--- src/rtl/irq_unit_map.svh ---
`ifndef IRQ_UNIT_MAP_SVH
`define IRQ_UNIT_MAP_SVH
// register indices; byte address is four times the index
`define IDX_SERIAL_PRIO     6'h04
`define IDX_TIMER_PRIO      6'h06
`define IDX_FAST0_SELECT    6'h0B
`define IDX_FAST0_VEC_LOW   6'h0C
`define IDX_FAST0_VEC_HIGH  6'h0D
`define IDX_FAST1_SELECT    6'h0E
`define IDX_FAST1_VEC_LOW   6'h0F
`define IDX_FAST1_VEC_HIGH  6'h10
`define IDX_CONTROL         6'h1D
`define IDX_CAN2_PRIO       6'h1F
// writable bits of each register
`define MASK_SERIAL_PRIO    16'h033F
`define MASK_TIMER_PRIO     16'hFFC0
`define MASK_CAN2_PRIO      16'h003F
`define MASK_FAST_SELECT    16'h007F
`define MASK_VEC_LOW        16'hFFFF
`define MASK_VEC_HIGH       16'h001F
`define MASK_CONTROL        16'h0023
// control register fields
`define CTL_IRQ_ACTIVE      15
`define CTL_MASK_LSB        13
`define CTL_VECTOR_LSB      6
`define CTL_BLOCK           5
`define CTL_FIXED_ONE       4
`define CTL_PIN_B_LEVEL     3
`define CTL_PIN_A_LEVEL     2
`define CTL_PIN_B_EDGE      1
`define CTL_PIN_A_EDGE      0
// priority field encodings
`define PRIO_DISABLED       2'h0
`define PRIO_LEVEL2         2'h3
`define RESET_REG_VALUE     16'h0000
`define EXT_PIN_FIELD       2'h1
`endif

--- src/rtl/irq_unit_pkg.sv ---
package irq_unit_pkg;
	// request presented to the core
	typedef struct packed {
		logic        req;
		logic [1:0]  level;
		logic        fast;
		logic [6:0]  vector_number;
		logic [20:0] vector_addr;
	} core_request_t;
endpackage

--- src/rtl/interrupt_priority_controller.sv ---
`timescale 1ns/1ps
`include "irq_unit_map.svh"
// How it works
// field 00 off, 01..11 levels 0..2
// serial register field positions as documented
// timer register field positions as documented
// can2 register: wakeup, error, busoff fields
// reserved bits read zero, writes ignored
// control bit 4 always reads one
// fast0 select holds seven-bit vector number
// taken fast interrupt supplies programmed address
// software keeps fast sources at level 2
// fast source beats every non-fast level-2 request
// fast 0 wins over fast 1
// fast0 address: low 16 plus high 5
// control bit 15 shows request to core
// bits 14-13 capture new mask on entry
// bits 12-6 capture last taken vector number
// block bit stops all requests to core
// reset vector until second edge after release
// reset leaves every peripheral source disabled
// highest level wins, lower vector on ties
// control shows pin levels, selects edge mode
module interrupt_priority_controller
	import irq_unit_pkg::*;
#(
	parameter int              NUM_PERIPH   = 12,
	parameter logic [20:0]     RESET_VECTOR = 21'h000000,
	parameter logic [20:0]     TABLE_BASE   = 21'h000000,
	parameter logic [14*7-1:0] SRC_VECTORS  = {
		7'h2D, 7'h2C, 7'h2B, 7'h2A, 7'h29, 7'h28, 7'h27,
		7'h26, 7'h25, 7'h24, 7'h23, 7'h22, 7'h21, 7'h20}
)
(
	input  wire logic                  sys_clk,
	input  wire logic                  rst,
	input  wire logic                  clk_en,
	input  wire logic                  psel,
	input  wire logic                  penable,
	input  wire logic                  pwrite,
	input  wire logic [7:0]            paddr,
	input  wire logic [31:0]           pwdata,
	output logic      [31:0]           prdata,
	output logic                       pready,
	output logic                       pslverr,
	input  wire logic [NUM_PERIPH-1:0] periph_irq,
	input  wire logic                  ext_pin_a_n,
	input  wire logic                  ext_pin_b_n,
	input  wire logic                  core_ack,
	output core_request_t              core_out
);

	localparam int NSRC = NUM_PERIPH + 2;

	// ==============================================================
	// registers
	logic [15:0] serial_prio;
	logic [15:0] timer_prio;
	logic [15:0] can2_prio;
	logic [6:0]  fast_sel     [2];
	logic [15:0] fast_vec_low [2];
	logic [4:0]  fast_vec_high[2];
	logic        global_irq_block;
	logic        ext_pin_a_edge_select;
	logic        ext_pin_b_edge_select;
	logic [1:0]  nested_priority_mask;
	logic [6:0]  last_vector_number;
	logic        rst_seen;

	// ==============================================================
	// pin synchronisers and external request latches
	logic [1:0] pin_a_sync;
	logic [1:0] pin_b_sync;
	logic       pin_a_prev;
	logic       pin_b_prev;
	logic       pin_a_latch;
	logic       pin_b_latch;
	logic       ext_pin_a_level;
	logic       ext_pin_b_level;

	assign ext_pin_a_level = pin_a_sync[1];
	assign ext_pin_b_level = pin_b_sync[1];

	always_ff @(posedge sys_clk or posedge rst)
	begin
		if (rst)
		begin
			pin_a_sync <= 2'h3;
			pin_b_sync <= 2'h3;
			pin_a_prev <= 1'b1;
			pin_b_prev <= 1'b1;
		end
		else if (clk_en)
		begin
			pin_a_sync <= {pin_a_sync[0], ext_pin_a_n};
			pin_b_sync <= {pin_b_sync[0], ext_pin_b_n};
			pin_a_prev <= pin_a_sync[1];
			pin_b_prev <= pin_b_sync[1];
		end
	end

	// ==============================================================
	// apb decode
	logic [5:0]  reg_index;
	logic        mapped;
	logic        wr_access;
	logic        rd_setup;
	logic [15:0] wdata;
	logic [15:0] rd_value;

	assign reg_index = paddr[7:2];
	assign wdata     = pwdata[15:0];
	assign wr_access = psel && penable && pwrite && mapped;
	assign rd_setup  = psel && !penable && !pwrite;
	// zero wait states: the read word is fetched in the setup cycle
	assign pready    = psel && penable;
	assign pslverr   = psel && penable && !mapped;

	function automatic logic hits(input logic [5:0] idx);
		return (reg_index == idx) && (paddr[1:0] == 2'h0);
	endfunction

	always_comb
	begin
		mapped = 1'b1;
		unique case (1'b1)
			hits(`IDX_SERIAL_PRIO):    rd_value = serial_prio;
			hits(`IDX_TIMER_PRIO):     rd_value = timer_prio;
			hits(`IDX_CAN2_PRIO):      rd_value = can2_prio;
			hits(`IDX_FAST0_SELECT):   rd_value = {9'h000, fast_sel[0]};
			hits(`IDX_FAST0_VEC_LOW):  rd_value = fast_vec_low[0];
			hits(`IDX_FAST0_VEC_HIGH): rd_value = {11'h000, fast_vec_high[0]};
			hits(`IDX_FAST1_SELECT):   rd_value = {9'h000, fast_sel[1]};
			hits(`IDX_FAST1_VEC_LOW):  rd_value = fast_vec_low[1];
			hits(`IDX_FAST1_VEC_HIGH): rd_value = {11'h000, fast_vec_high[1]};
			hits(`IDX_CONTROL):
			begin
				rd_value = 16'h0000;
				rd_value[`CTL_IRQ_ACTIVE]                 = core_out.req;
				rd_value[`CTL_MASK_LSB+1:`CTL_MASK_LSB]   = nested_priority_mask;
				rd_value[`CTL_VECTOR_LSB+6:`CTL_VECTOR_LSB] = last_vector_number;
				rd_value[`CTL_BLOCK]       = global_irq_block;
				rd_value[`CTL_FIXED_ONE]   = 1'b1;
				rd_value[`CTL_PIN_B_LEVEL] = ext_pin_b_level;
				rd_value[`CTL_PIN_A_LEVEL] = ext_pin_a_level;
				rd_value[`CTL_PIN_B_EDGE]  = ext_pin_b_edge_select;
				rd_value[`CTL_PIN_A_EDGE]  = ext_pin_a_edge_select;
			end
			default:
			begin
				rd_value = 16'h0000;
				mapped   = 1'b0;
			end
		endcase
	end

	// a read has no side effects, so fetching the word a cycle early is safe
	always_ff @(posedge sys_clk or posedge rst)
	begin
		if (rst)
			prdata <= 32'h00000000;
		else if (clk_en && rd_setup)
			prdata <= {16'h0000, rd_value};
	end

	// ==============================================================
	// register writes; reserved bits are masked off
	always_ff @(posedge sys_clk or posedge rst)
	begin
		if (rst)
		begin
			serial_prio <= `RESET_REG_VALUE;
			timer_prio  <= `RESET_REG_VALUE;
			can2_prio   <= `RESET_REG_VALUE;
			for (int i = 0; i < 2; i++)
			begin
				fast_sel[i]      <= 7'h00;
				fast_vec_low[i]  <= 16'h0000;
				fast_vec_high[i] <= 5'h00;
			end
			global_irq_block      <= 1'b0;
			ext_pin_a_edge_select <= 1'b0;
			ext_pin_b_edge_select <= 1'b0;
		end
		else if (clk_en && wr_access)
		begin
			if (hits(`IDX_SERIAL_PRIO))
				serial_prio <= wdata & `MASK_SERIAL_PRIO;
			if (hits(`IDX_TIMER_PRIO))
				timer_prio <= wdata & `MASK_TIMER_PRIO;
			if (hits(`IDX_CAN2_PRIO))
				can2_prio <= wdata & `MASK_CAN2_PRIO;
			if (hits(`IDX_FAST0_SELECT))
				fast_sel[0] <= wdata[6:0];
			if (hits(`IDX_FAST0_VEC_LOW))
				fast_vec_low[0] <= wdata;
			if (hits(`IDX_FAST0_VEC_HIGH))
				fast_vec_high[0] <= wdata[4:0];
			if (hits(`IDX_FAST1_SELECT))
				fast_sel[1] <= wdata[6:0];
			if (hits(`IDX_FAST1_VEC_LOW))
				fast_vec_low[1] <= wdata;
			if (hits(`IDX_FAST1_VEC_HIGH))
				fast_vec_high[1] <= wdata[4:0];
			if (hits(`IDX_CONTROL))
			begin
				global_irq_block      <= wdata[`CTL_BLOCK];
				ext_pin_b_edge_select <= wdata[`CTL_PIN_B_EDGE];
				ext_pin_a_edge_select <= wdata[`CTL_PIN_A_EDGE];
			end
		end
	end

	// ==============================================================
	// source table: request, priority field, vector number
	logic [NSRC-1:0] src_req;
	logic [1:0]      src_field [NSRC];
	logic [6:0]      src_vec   [NSRC];

	always_comb
	begin
		src_req = {pin_b_latch, pin_a_latch, periph_irq};
		src_field[0]  = serial_prio[1:0];
		src_field[1]  = serial_prio[3:2];
		src_field[2]  = serial_prio[5:4];
		src_field[3]  = serial_prio[9:8];
		src_field[4]  = timer_prio[7:6];
		src_field[5]  = timer_prio[9:8];
		src_field[6]  = timer_prio[11:10];
		src_field[7]  = timer_prio[13:12];
		src_field[8]  = timer_prio[15:14];
		src_field[9]  = can2_prio[1:0];
		src_field[10] = can2_prio[3:2];
		src_field[11] = can2_prio[5:4];
		src_field[12] = `EXT_PIN_FIELD;
		src_field[13] = `EXT_PIN_FIELD;
		for (int i = 0; i < NSRC; i++)
			src_vec[i] = SRC_VECTORS[i*7 +: 7];
	end

	// ==============================================================
	// arbitration
	// rank: field, then fast 0, then fast 1; lower vector breaks ties
	// a fast source left below level 2 just competes at its own level
	function automatic logic [3:0] rank(input logic [1:0] field, input logic [6:0] vec);
		logic f0;
		logic f1;
		f0 = (field == `PRIO_LEVEL2) && (vec == fast_sel[0]);
		f1 = (field == `PRIO_LEVEL2) && (vec == fast_sel[1]);
		return {field, f0, f1 && !f0};
	endfunction

	logic       win_any;
	logic [3:0] win_rank;
	logic [6:0] win_vec;

	always_comb
	begin
		win_any  = 1'b0;
		win_rank = 4'h0;
		win_vec  = 7'h00;
		for (int i = 0; i < NSRC; i++)
		begin
			// field 00 disables the source entirely
			if (src_req[i] && src_field[i] != `PRIO_DISABLED)
			begin
				if (!win_any || rank(src_field[i], src_vec[i]) > win_rank ||
				    (rank(src_field[i], src_vec[i]) == win_rank && src_vec[i] < win_vec))
				begin
					win_any  = 1'b1;
					win_rank = rank(src_field[i], src_vec[i]);
					win_vec  = src_vec[i];
				end
			end
		end
	end

	function automatic logic [20:0] fast_addr(input int slot);
		return {fast_vec_high[slot], fast_vec_low[slot]};
	endfunction

	core_request_t next_core_out;

	always_comb
	begin
		next_core_out.req           = win_any && !global_irq_block;
		next_core_out.level         = win_rank[3:2] - 2'h1;
		next_core_out.fast          = win_rank[1] || win_rank[0];
		next_core_out.vector_number = win_vec;
		if (win_rank[1])
			next_core_out.vector_addr = fast_addr(0);
		else if (win_rank[0])
			next_core_out.vector_addr = fast_addr(1);
		else
			next_core_out.vector_addr = {TABLE_BASE[20:8], win_vec, 1'b0};
	end

	// ==============================================================
	// core request register; reset vector held through release
	// the extra edge gives the core a clean fetch of the reset vector
	always_ff @(posedge sys_clk or posedge rst)
	begin
		if (rst)
			rst_seen <= 1'b0;
		else if (clk_en)
			rst_seen <= 1'b1;
	end

	always_ff @(posedge sys_clk or posedge rst)
	begin
		if (rst)
		begin
			core_out             <= '0;
			core_out.vector_addr <= RESET_VECTOR;
		end
		else if (clk_en && rst_seen)
			core_out <= next_core_out;
	end

	// ==============================================================
	// capture on handler entry
	logic taken;
	assign taken = core_ack && core_out.req;

	always_ff @(posedge sys_clk or posedge rst)
	begin
		if (rst)
		begin
			nested_priority_mask <= 2'h0;
			last_vector_number   <= 7'h00;
		end
		else if (clk_en && taken)
		begin
			// taken level n stores mask n+1; the arbiter never reads it
			nested_priority_mask <= core_out.level + 2'h1;
			last_vector_number   <= core_out.vector_number;
		end
	end

	// edge mode latches a falling edge until taken; a new edge beats the clear
	function automatic logic next_latch(
		input logic edge_mode,
		input logic prev,
		input logic level,
		input logic latch,
		input logic clear
	);
		if (!edge_mode)
			return !level;
		else if (prev && !level)
			return 1'b1;
		else if (clear)
			return 1'b0;
		return latch;
	endfunction

	always_ff @(posedge sys_clk or posedge rst)
	begin
		if (rst)
		begin
			pin_a_latch <= 1'b0;
			pin_b_latch <= 1'b0;
		end
		else if (clk_en)
		begin
			pin_a_latch <= next_latch(ext_pin_a_edge_select, pin_a_prev, ext_pin_a_level,
				pin_a_latch, taken && core_out.vector_number == src_vec[NUM_PERIPH]);
			pin_b_latch <= next_latch(ext_pin_b_edge_select, pin_b_prev, ext_pin_b_level,
				pin_b_latch, taken && core_out.vector_number == src_vec[NUM_PERIPH+1]);
		end
	end

endmodule

--- config.mk ---
export PLATFORM = sky130hd
export DESIGN_NAME = interrupt_priority_controller
export DESIGN_NICKNAME = d
export VERILOG_FILES = /design/src/rtl/irq_unit_pkg.sv /design/src/rtl/interrupt_priority_controller.sv
export VERILOG_INCLUDE_DIRS = /design/src /design/src/rtl
export SDC_FILE = /design/constraint.sdc
export NUM_CORES = 1
export LEC_CHECK = 0
export BUFFER_PORTS_ARGS = -buffer_cell sky130_fd_sc_hd__buf_2
export CORE_AREA = 2 2 142 130
export CTS_BUF_LIST = sky130_fd_sc_hd__clkbuf_8
export DETAILED_ROUTE_END_ITERATION = 12
export DIE_AREA = 0 0 144 132
export HOLD_SLACK_MARGIN = 0.02
export PLACE_DENSITY_LB_ADDON = 0.1
export SETUP_SLACK_MARGIN = 0.05
export SLEW_MARGIN = 0
export SYNTH_ARGS = -nofsm -noshare
export SYNTH_HDL_FRONTEND = slang
export SYNTH_SLANG_ARGS = --single-unit
--- constraint.sdc ---
create_clock -name sys_clk -period 16.7 [get_ports sys_clk]
set_clock_uncertainty 0.1 [all_clocks]
set_input_delay 0.835 -clock sys_clk [delete_from_list [all_inputs] [get_ports sys_clk]]
set_output_delay 0.835 -clock sys_clk [all_outputs]
set_load 0.02 [all_outputs]
Word level (Yosys, flattened, before mapping):

Cells that the tools add are included.

* flip-flop bits (word level): 149
* bits in latches: 0
* bits in writable memories: 0
* ROM bits: 0
* input port bits: 61
* memories kept: 0

* add/sub/neg operators: 2
* $mul: 0
* divide/modulo/power cells: 0
* $lt $le $gt $ge: 26
* equal/unequal tests: 61
* shift-type cells: 0
* multiplexer cells: 99
* bitwise logic cells: 0
* reduce and logical (&&, ||, !) cells: 171

Operator list (count)
* 7-bit 2-to-1 mux: 26
* 6-bit by 7-bit == test with 1-bit output (first input constant): 24
* 16-bit case mux with 10 select lines: 1
* 4-bit 2-to-1 mux: 27
* 6-bit by 7-bit < comparator with 1-bit output (first input constant): 13
* 1-bit logical AND: 87
* 4-bit == test: 11
* 4-bit > comparator: 11
* 1-bit 2-to-1 mux: 42
* 21-bit 2-to-1 mux: 2
* 1-bit logical NOT: 31
* 6-bit by 4-bit == test with 1-bit output (second input constant): 5
* 1-bit logical OR: 27
* 2-bit == test (second input constant): 12
* 2-bit AND reduction: 12
* 2-bit nonzero test: 12
* 6-bit by 5-bit == test with 1-bit output (second input constant): 3
* 7-bit by 6-bit == test with 1-bit output (second input constant): 2
* 6-bit by 3-bit == test with 1-bit output (second input constant): 2
* 10-bit OR reduction: 1
* 3-bit by 4-bit == test with 1-bit output (first input constant): 2
* 3-bit by 4-bit > comparator with 1-bit output (first input constant): 2
* 6-bit 2-to-1 mux: 1
* 2-bit by 1-bit adder with 2-bit output (second input constant): 1
* 2 further kinds: 2

Longest topological paths before layout:

Gate-level depths: netlist of the first run.

* word-level depth: 72
* mapped depth: 100
* depth with buffers taken out: 95

Worst setup path after synthesis of the first run:

OpenSTA, ideal clock, no wires.

* kind: input to register
* start: in periph_irq[0]
* end: reg core_out[3] (netlist name)
* library setup time: 0.095 ns
* data arrival time: 16.718 ns
* slack: -0.213 ns
* stages on the path: 90
* path buffers: 5
* cell sequence: nand3_1 -> nor4_1 -> inv_1 -> ha_1 -> nor2b_1 -> o211ai_1 -> a21oi_2 -> mux2i_1 -> ha_1 -> nor2b_1 -> o2111ai_1 -> a31o_1 -> buf_6 -> mux2_2 -> ha_1 -> and4_1 -> a211o_1 -> nand2_1 -> [... 54 more ...] -> a21oi_1 -> a41o_1 -> a21oi_1 -> clkbuf_1 -> nand2_1 -> o21ai_0 -> inv_1 -> ha_1 -> o21ai_0 -> nand2b_1 -> a21oi_1 -> a41o_1 -> a21oi_1 -> nor2_1 -> nand2_1 -> a211oi_1 -> or4_4 -> o31ai_1

* longest elaborated chain between the ends: 69

RTL lines
* start, declared: line interrupt_priority_controller.sv:46 `input wire logic [NUM_PERIPH-1:0] periph_irq,`
* 1-bit logical AND (no source line) (*)
* 6-bit 2-to-1 mux, or another cell as far along: line interrupt_priority_controller.sv:265 `` if (src_req[i] && src_field[i] != `PRIO_DISABLED) ``
* 6-bit by 7-bit < comparator with 1-bit output, or another cell as far along: line interrupt_priority_controller.sv:268 `(rank(src_field[i], src_vec[i]) == win_rank && src_vec[i] < win_vec))`
* 1-bit logical AND or 1-bit logical OR (tied branches): line interrupt_priority_controller.sv:268, interrupt_priority_controller.sv:267
* 1-bit logical OR: line interrupt_priority_controller.sv:267 `if (!win_any || rank(src_field[i], src_vec[i]) > win_rank ||`
* 7-bit 2-to-1 mux, or another cell as far along: line interrupt_priority_controller.sv:267
* 7-bit 2-to-1 mux, or another cell as far along: line interrupt_priority_controller.sv:265
* 6-bit by 7-bit < comparator with 1-bit output, or another cell as far along: line interrupt_priority_controller.sv:268
* [... 53 more ...]
* 7-bit 2-to-1 mux, or another cell as far along: line interrupt_priority_controller.sv:265
* 6-bit by 7-bit < comparator with 1-bit output, or another cell as far along: line interrupt_priority_controller.sv:268
* 1-bit logical AND or 1-bit logical OR (tied branches): line interrupt_priority_controller.sv:268, interrupt_priority_controller.sv:267
* 1-bit logical OR: line interrupt_priority_controller.sv:267
* 7-bit 2-to-1 mux or 4-bit 2-to-1 mux (tied branches): line interrupt_priority_controller.sv:267
* 7-bit 2-to-1 mux or 4-bit 2-to-1 mux (tied branches): line interrupt_priority_controller.sv:265
* 21-bit 2-to-1 mux: line interrupt_priority_controller.sv:292 `else if (win_rank[0])`
* 21-bit 2-to-1 mux (*): line interrupt_priority_controller.sv:290 `if (win_rank[1])`
* end signal, assigned: line interrupt_priority_controller.sv:317 `core_out <= next_core_out;`
* end, declared: line interrupt_priority_controller.sv:50 `output core_request_t core_out`

Every way passes the cells marked *; elsewhere a longest branch is shown, timed or not.
A chain may end at the register's enable or synchronous reset.

Final worst setup path of the first run:

* start: reg fast_sel[9] (netlist name)
* end: reg core_out[6] (netlist name)

* longest elaborated chain between the ends: 72

RTL lines
* start, declared: line interrupt_priority_controller.sv:60 `logic [6:0] fast_sel [2];`
* 6-bit by 7-bit == test with 1-bit output: line interrupt_priority_controller.sv:248 `` f0 = (field == `PRIO_LEVEL2) && (vec == fast_sel[0]); ``
* 1-bit logical AND: line interrupt_priority_controller.sv:248
* 1-bit logical NOT: line interrupt_priority_controller.sv:250 `return {field, f0, f1 && !f0};`
* 1-bit logical AND: line interrupt_priority_controller.sv:250
* 4-bit 2-to-1 mux: line interrupt_priority_controller.sv:265
* 4-bit > comparator or 4-bit == test (tied branches): line interrupt_priority_controller.sv:267, interrupt_priority_controller.sv:268
* 1-bit logical OR or 1-bit logical AND (tied branches): line interrupt_priority_controller.sv:267, interrupt_priority_controller.sv:268
* 1-bit logical OR: line interrupt_priority_controller.sv:267
* [... 56 more ...]
* 7-bit 2-to-1 mux, or another cell as far along: line interrupt_priority_controller.sv:265
* 6-bit by 7-bit < comparator with 1-bit output, or another cell as far along: line interrupt_priority_controller.sv:268
* 1-bit logical AND or 1-bit logical OR (tied branches): line interrupt_priority_controller.sv:268, interrupt_priority_controller.sv:267
* 1-bit logical OR: line interrupt_priority_controller.sv:267
* 7-bit 2-to-1 mux or 4-bit 2-to-1 mux (tied branches): line interrupt_priority_controller.sv:267
* 7-bit 2-to-1 mux or 4-bit 2-to-1 mux (tied branches): line interrupt_priority_controller.sv:265
* 21-bit 2-to-1 mux: line interrupt_priority_controller.sv:292
* 21-bit 2-to-1 mux (*): line interrupt_priority_controller.sv:290

Marks and branches as above.

==> results.tsv, run 1 <==
metric	value	unit
clk root buf	clkbuf_8	
largest net degree at the start of global routing	88	
Area contributors post-synth	dfrtp_1 38%, mux2_2 9.8%, ha_1 5.5%	
Post-synth EDFFs	0	
core area	17400	um^2
Initial Util	0.532	
worst-path fanout max	7	
die height	132	um
LEAKAGE	5.59	nW
cts hold-fix bufs	0	
Synth async-reset ratio	1.00	
Initial DRT Pass Iterations	5	
Fill cells	1368	
# IOs	127	
synthesized area per cell	9.44	um^2
total of max-cap violations	0	
final WL	30.4	mm
Sw Share	0.303	
clk_lat worst skew	450	ps
Post-Syn Instances	982	
fin nets	1319	
initial drt markers	971	
fin crit share	0.977	
Clk pwr share	0.359	
Distinct cells, synth	88	
most common cell in the synthesized netlist	dfrtp_1	
first-pass GRT wire length	45.4	mm
area of the multi-input gates	5980	um^2
GP Congestion	0.913	
Peak VDD IR	54.9	uV
Setup Total Neg Slack	0	ps
Primary FF master, synth	dfrtp_1	
pwr dens	67.4	nW/um^2
Critical Path RT	16940	ps
clock slew at reported path FFs	90	ps
WP data arrival	16560	ps
critical path's slowest cell	a311o_2	
num rows	46	
Max Slew Vio Count	0	
Worst Hold Class	reg2reg	
vias in the first global route	8231	
Comb pwr share	0.169	
die area	19000	um^2
FF/Latch Area	3640	um^2
dominant cell type by area after synthesis	dfrtp_1	
crit end category	flip-flop	
most frequent CP cell	a21oi_2	
status	completed	
cell area after synthesis	9270	um^2
number of buffers added on ports	92	
total grt overflow	0	
DR vias/cell	6.14	
warnings from Yosys	0	
Hold Fails Final Rpt	0	
Die Wd	144	um
Worst slew margin	0.0941	
CP Class	reg2reg	
H-tree Lvls	4	
worst slew pin tran	1350	ps
Longest Clk Path Bufs	2	
CTS tree	done	
routed via count	9030	
RSZ-0062 raised after global routing	yes	
DR WL/cell	20.7	um
share of cells above drive strength 1	0.412	
overall power	0.824	mW
post-synthesis sequential area ratio	0.392	
All-Layer GR Usage	0.311	
Synth top cells by count	139 x dfrtp_1, 105 x nand2_1, 81 x mux2_2	
Synth top area share	0.375	
P_int	0.575	mW
post-layout min period	16310	ps
post-synthesis register bit count	145	
register share of total power	0.472	
antenna-violating nets left	0	
CTS sink count	145	
CP peak stage delay	430	ps
dpl hpwl	21.8	mm
Placed Instances	1409	
DRC Markers	0	
initial antenna violation count	1	
Non-Filler Instances	1471	
Area Growth Syn to Fin	31.8	%
FMAX	61.3	MHz
final setup vio count	0	
startpoint types	flip-flop	
Switching Power	0.249	mW
cts bufs inserted	17	
[worst paths after layout]
| path | endpoint | slack (ps) | cells past startpoint | from |
|---|---|---|---|---|
| worst max-delay path | core_out[6] | 390 | 91 | fast_sel[9] |
| worst min-delay path | core_out[12] | 390 | 2 | core_out[12] |
| worst max register to register | core_out[6] | 390 | 91 | fast_sel[9] |
| worst min register to register | core_out[12] | 390 | 2 | core_out[12] |
| max in group asynchronous | fast_sel[0] | 14780 | 3 | rst |
| min in group asynchronous | prdata[14] | 420 | 2 | rst |
[layer usage]
metal | global-route usage | part of all wire | vias to the layer above
met5 | 0 | 0 | -
met4 | 0.0714 | 0.015 | 0
met3 | 0.0585 | 0.088 | 41
met2 | 0.474 | 0.46 | 435
met1 | 0.460 | 0.44 | 4419
li1 | - | - | 4135
[worst max-delay path: cells and delay by family, from the launching register on]
kind	cells	cell delay [ps]
AOI/OAI and AO/OA	42	7750
and+or+nand+nor	27	3390
buffers and inverters	8	1070
DFF	1	400
muxes	3	600
adders and majority gates	11	2880
[state kept, by name (all words and copies together) (netlist names), 6 cells and up]
signal,flops
can2_prio,6
serial_prio,8
prdata,16
timer_prio,10
core_out,30
fast_vec_low,32
fast_vec_high,10
fast_sel,14
[cell usage in the layout, fill, tap and decap left out, types with 10 or more instances in the layout]
master,synthesis,final
a22oi_1,17,16
a221o_1,13,13
nand2_1,105,97
a21o_1,10,10
conb_1,1,18
o211ai_1,20,20
nand2b_1,10,10
o21ai_0,55,41
inv_1,41,37
dfrtp_1,139,139
buf_6,1,11
and2_1,11,10
buf_2,3,92
o21ai_1,4,12
mux2_2,81,79
o21ai_2,5,11
a21oi_1,33,17
nor2_1,69,62
nand3_1,13,11
nor2b_1,15,10
a31oi_1,28,24
clkbuf_8,0,17
nand4_1,21,21
o21a_1,10,10
nor3_1,33,25
ha_1,41,26
a21oi_2,2,15
buf_4,19,149
ha_4,0,13
[cell families after synthesis]
kind of cell	share of synthesized area
buffers and inverters	0.0482
AOI/OAI and AO/OA	0.217
adders and majority gates	0.0553
DFF	0.392
muxes	0.112
other	0.000404
xor gates and xnor gates	0.000945
and+or+nand+nor	0.174
[power by group through the flow]
stage	Sequential [mW]	Clock, mW	Combinational (mW)
after floorplan	0.403	0	0.0620
after global placement	0.394	0	0.122
after detailed placement	0.395	0	0.123
after CTS	0.388	0.297	0.127
after global routing	0.390	0.311	0.151
final	0.389	0.295	0.140
[per-stage QoR]
stage          area (um^2)  utilization  setup WS, ps  hold slack (ps)
2_1_floorplan         9350            -           145              351
3_3_place_gp         10900        0.623          -379              370
3_5_place_dp         10900        0.623          -610              379
4_1_cts              11500        0.657          60.8              398
5_1_grt              12200        0.701          -480              419
6_report             12200        0.701           389              394
[what timing repair did]
item	in CTS	in global routing
gates cloned	0	1
setup buffers	10	19
gates resized for setup	25	128
pin swaps	12	82
setup endpoints to repair	27	28
[layout make-up]
class	instances	area share
diodes	1	0.000205
clock buffers	17	0.0191
clock inverters	15	0.0150
inverters	43	0.0136
multi-input cells	757	0.489
flip-flops and latches	145	0.297
well taps	240	0.0246
repair buffers	253	0.141
(Power assumes the default switching activity.)
==> run 2, diff against run 1 <==
--- a/config.mk
+++ b/config.mk
@@ -7,12 +7,15 @@
 export NUM_CORES = 1
 export LEC_CHECK = 0
 export BUFFER_PORTS_ARGS = -buffer_cell sky130_fd_sc_hd__buf_2
-export CORE_AREA = 2 2 142 130
+export CELL_PAD_IN_SITES_DETAIL_PLACEMENT = 2
+export CELL_PAD_IN_SITES_GLOBAL_PLACEMENT = 2
+export CORE_AREA = 2 2 178 162
 export CTS_BUF_LIST = sky130_fd_sc_hd__clkbuf_8
 export DETAILED_ROUTE_END_ITERATION = 12
-export DIE_AREA = 0 0 144 132
+export DIE_AREA = 0 0 180 164
 export HOLD_SLACK_MARGIN = 0.02
 export PLACE_DENSITY_LB_ADDON = 0.1
+export RECOVER_POWER = 25
 export SETUP_SLACK_MARGIN = 0.05
 export SLEW_MARGIN = 0
 export SYNTH_ARGS = -nofsm -noshare
==> results.tsv, run 2 (synthesis gave the netlist of run 1 again) <==
metric	value	unit
diodes inserted	0	
Critical Path RT	16960	ps
largest reg by FF count	fast_vec_low	
total of max-cap violations	1	
Reg2Reg Capture Point	core_out[19]	
critical path's slowest cell	a311o_2	
total grt overflow	0	
Initial DRT Pass Iterations	5	
pwr dens	64.8	nW/um^2
commonest cells after routing, fill and taps aside	219 x buf_4, 139 x dfrtp_1, 97 x nand2_1, 92 x buf_2, 79 x mux2_2	
fin crit share	1.03	
clk_lat worst skew	470	ps
buffers plus inverters on the worst setup path	13	
Worst slew margin	-1.85	
# IOs	127	
Fin Hold WS	384	ps
status	finished with violations	
R2R setup slack	-570	ps
dpl hpwl	28.5	mm
die height	164	um
CTS sink count	145	
crit path to	core_out[19]	
share of cells above drive strength 1	0.449	
Longest Clk Path Bufs	2	
Final WS setup	-573	ps
H-tree Lvls	4	
DR WL/cell	25.4	um
commonest non-fill, non-tap cell in the layout	buf_4	
Comb pwr share	0.186	
Peak VDD IR	57.3	uV
CP delay by family, top	compound AO/OA/AOI/OAI gates	
final setup vio count	24	
Placed Instances	1557	
CTS tree	done	
initial antenna violation count	1	
crit end category	flip-flop	
vias in the first global route	10200	
clk root buf	clkbuf_8	
WP data arrival	17540	ps
Die Wd	180	um
All-Layer GR Usage	0.271	
register share of total power	0.461	
cts bufs inserted	17	
post-placement cell area	11200	um^2
fin nets	1392	
clock slew at reported path FFs	90	ps
post-layout util	0.472	
largest net degree at the start of global routing	94	
cts hold-fix bufs	0	
Sw Share	0.309	
Clk pwr share	0.353	
crit path from	fast_sel[9]	
core area	27600	um^2
overall power	0.846	mW
Worst path depth	95	
CP Class	reg2reg	
Max Slew Vio Count	94	
Switching Power	0.261	mW
R2R Path Start	fast_sel[9]	
RSZ-0062 raised after global routing	yes	
P_int	0.585	mW
initial drt markers	495	
worst slew pin tran	4260	ps
CP peak stage delay	430	ps
Worst Hold Class	reg2reg	
most frequent CP cell	a21oi_2	
Area Growth Syn to Fin	40.8	%
DRC Markers	0	
antenna-violating nets left	0	
die area	29500	um^2
routed via count	9551	
Largest register FFs	32	
DR vias/cell	5.74	
Non-Filler Instances	1663	
failing checks	capacitance limit, slew limit, setup timing	
Worst Reg-to-Reg Cells	95	
FMAX	57.9	MHz
Initial Util	0.335	
final WL	42.3	mm
LEAKAGE	6.01	nW
number of buffers added on ports	92	
design area	13100	um^2
first-pass GRT wire length	60.8	mm
GP Congestion	0.828	
Hold Fails Final Rpt	0	
num rows	58	
startpoint types	flip-flop	
post-layout min period	17270	ps
worst-path fanout max	5	
biggest regs	fast_vec_low x32, core_out x30, prdata x16	
-- run 2: cell types whose count changed in the layout (fill, tap and decap cells not counted), moves of 3 or more --
cell     previous run  this run
a21oi_2            15        11
buf_4             149       219
inv_6               5         1
nor2b_1            10         6
nor2b_4             4         7
-- run 2: area by class of cell --
class	instances	area, um^2
Fill cell	2977	14600
Multi-Input combinational cell	757	6080
Sequential cell	145	3640
Timing Repair Buffer	326	2300
Tap cell	360	450
Clock buffer	18	248
Inverter	43	168
Clock inverter	14	166
-- run 2: worst min path at each step --
stage / from / to / slack (ps) / cells past startpoint
3_3_place_gp: rst_seen / rst_seen / 370 / 1
5_1_grt: pin_b_sync[0] / pin_b_sync[1] / 410 / 2
2_1_floorplan: nested_priority_mask[0] / nested_priority_mask[0] / 350 / 2
4_1_cts: pin_b_sync[0] / pin_b_sync[1] / 390 / 2
3_5_place_dp: pin_b_sync[0] / pin_b_sync[1] / 370 / 2
6_report: pin_b_sync[0] / pin_b_sync[1] / 380 / 2
-- run 2: timing repair --
action | in CTS | in global routing
pin swaps | 66 | 73
cloned | 1 | 0
resized for setup | 101 | 77
buffers inserted | 49 | 25
endpoints found under the setup margin | 28 | 28
-- run 2: worst min-delay path: cells and delay by family (launching register included) --
family,cells,cell delay [ps]
flops,1,380
simple gates,1,40
compound gates,1,70
-- run 2: per-layer routing --
| metal | wire [um] | share of wire | global-route usage |
|---|---|---|---|
| met1 | 18800 | 0.44 | 0.360 |
| met2 | 21000 | 0.50 | 0.457 |
| met5 | 0 | 0 | 0 |
| met3 | 1570 | 0.037 | 0.0395 |
| met4 | 980 | 0.023 | 0.0876 |
-- run 2: per-stage QoR --
step	setup TNS [ps]	worst slack [ps]
2_1_floorplan	0	145
3_3_place_gp	-19240	-863
3_5_place_dp	-36620	-1510
4_1_cts	0	58.3
5_1_grt	-35060	-1470
6_report	-9800	-573
-- run 2: power by group through the flow --
stage	combinational [mW]	sequential, mW	clock, mW
CTS	0.145	0.390	0.303
detailed placement	0.131	0.397	0
floorplan	0.0620	0.403	0
finish	0.157	0.390	0.299
global route	0.169	0.393	0.320
global placement	0.128	0.396	0
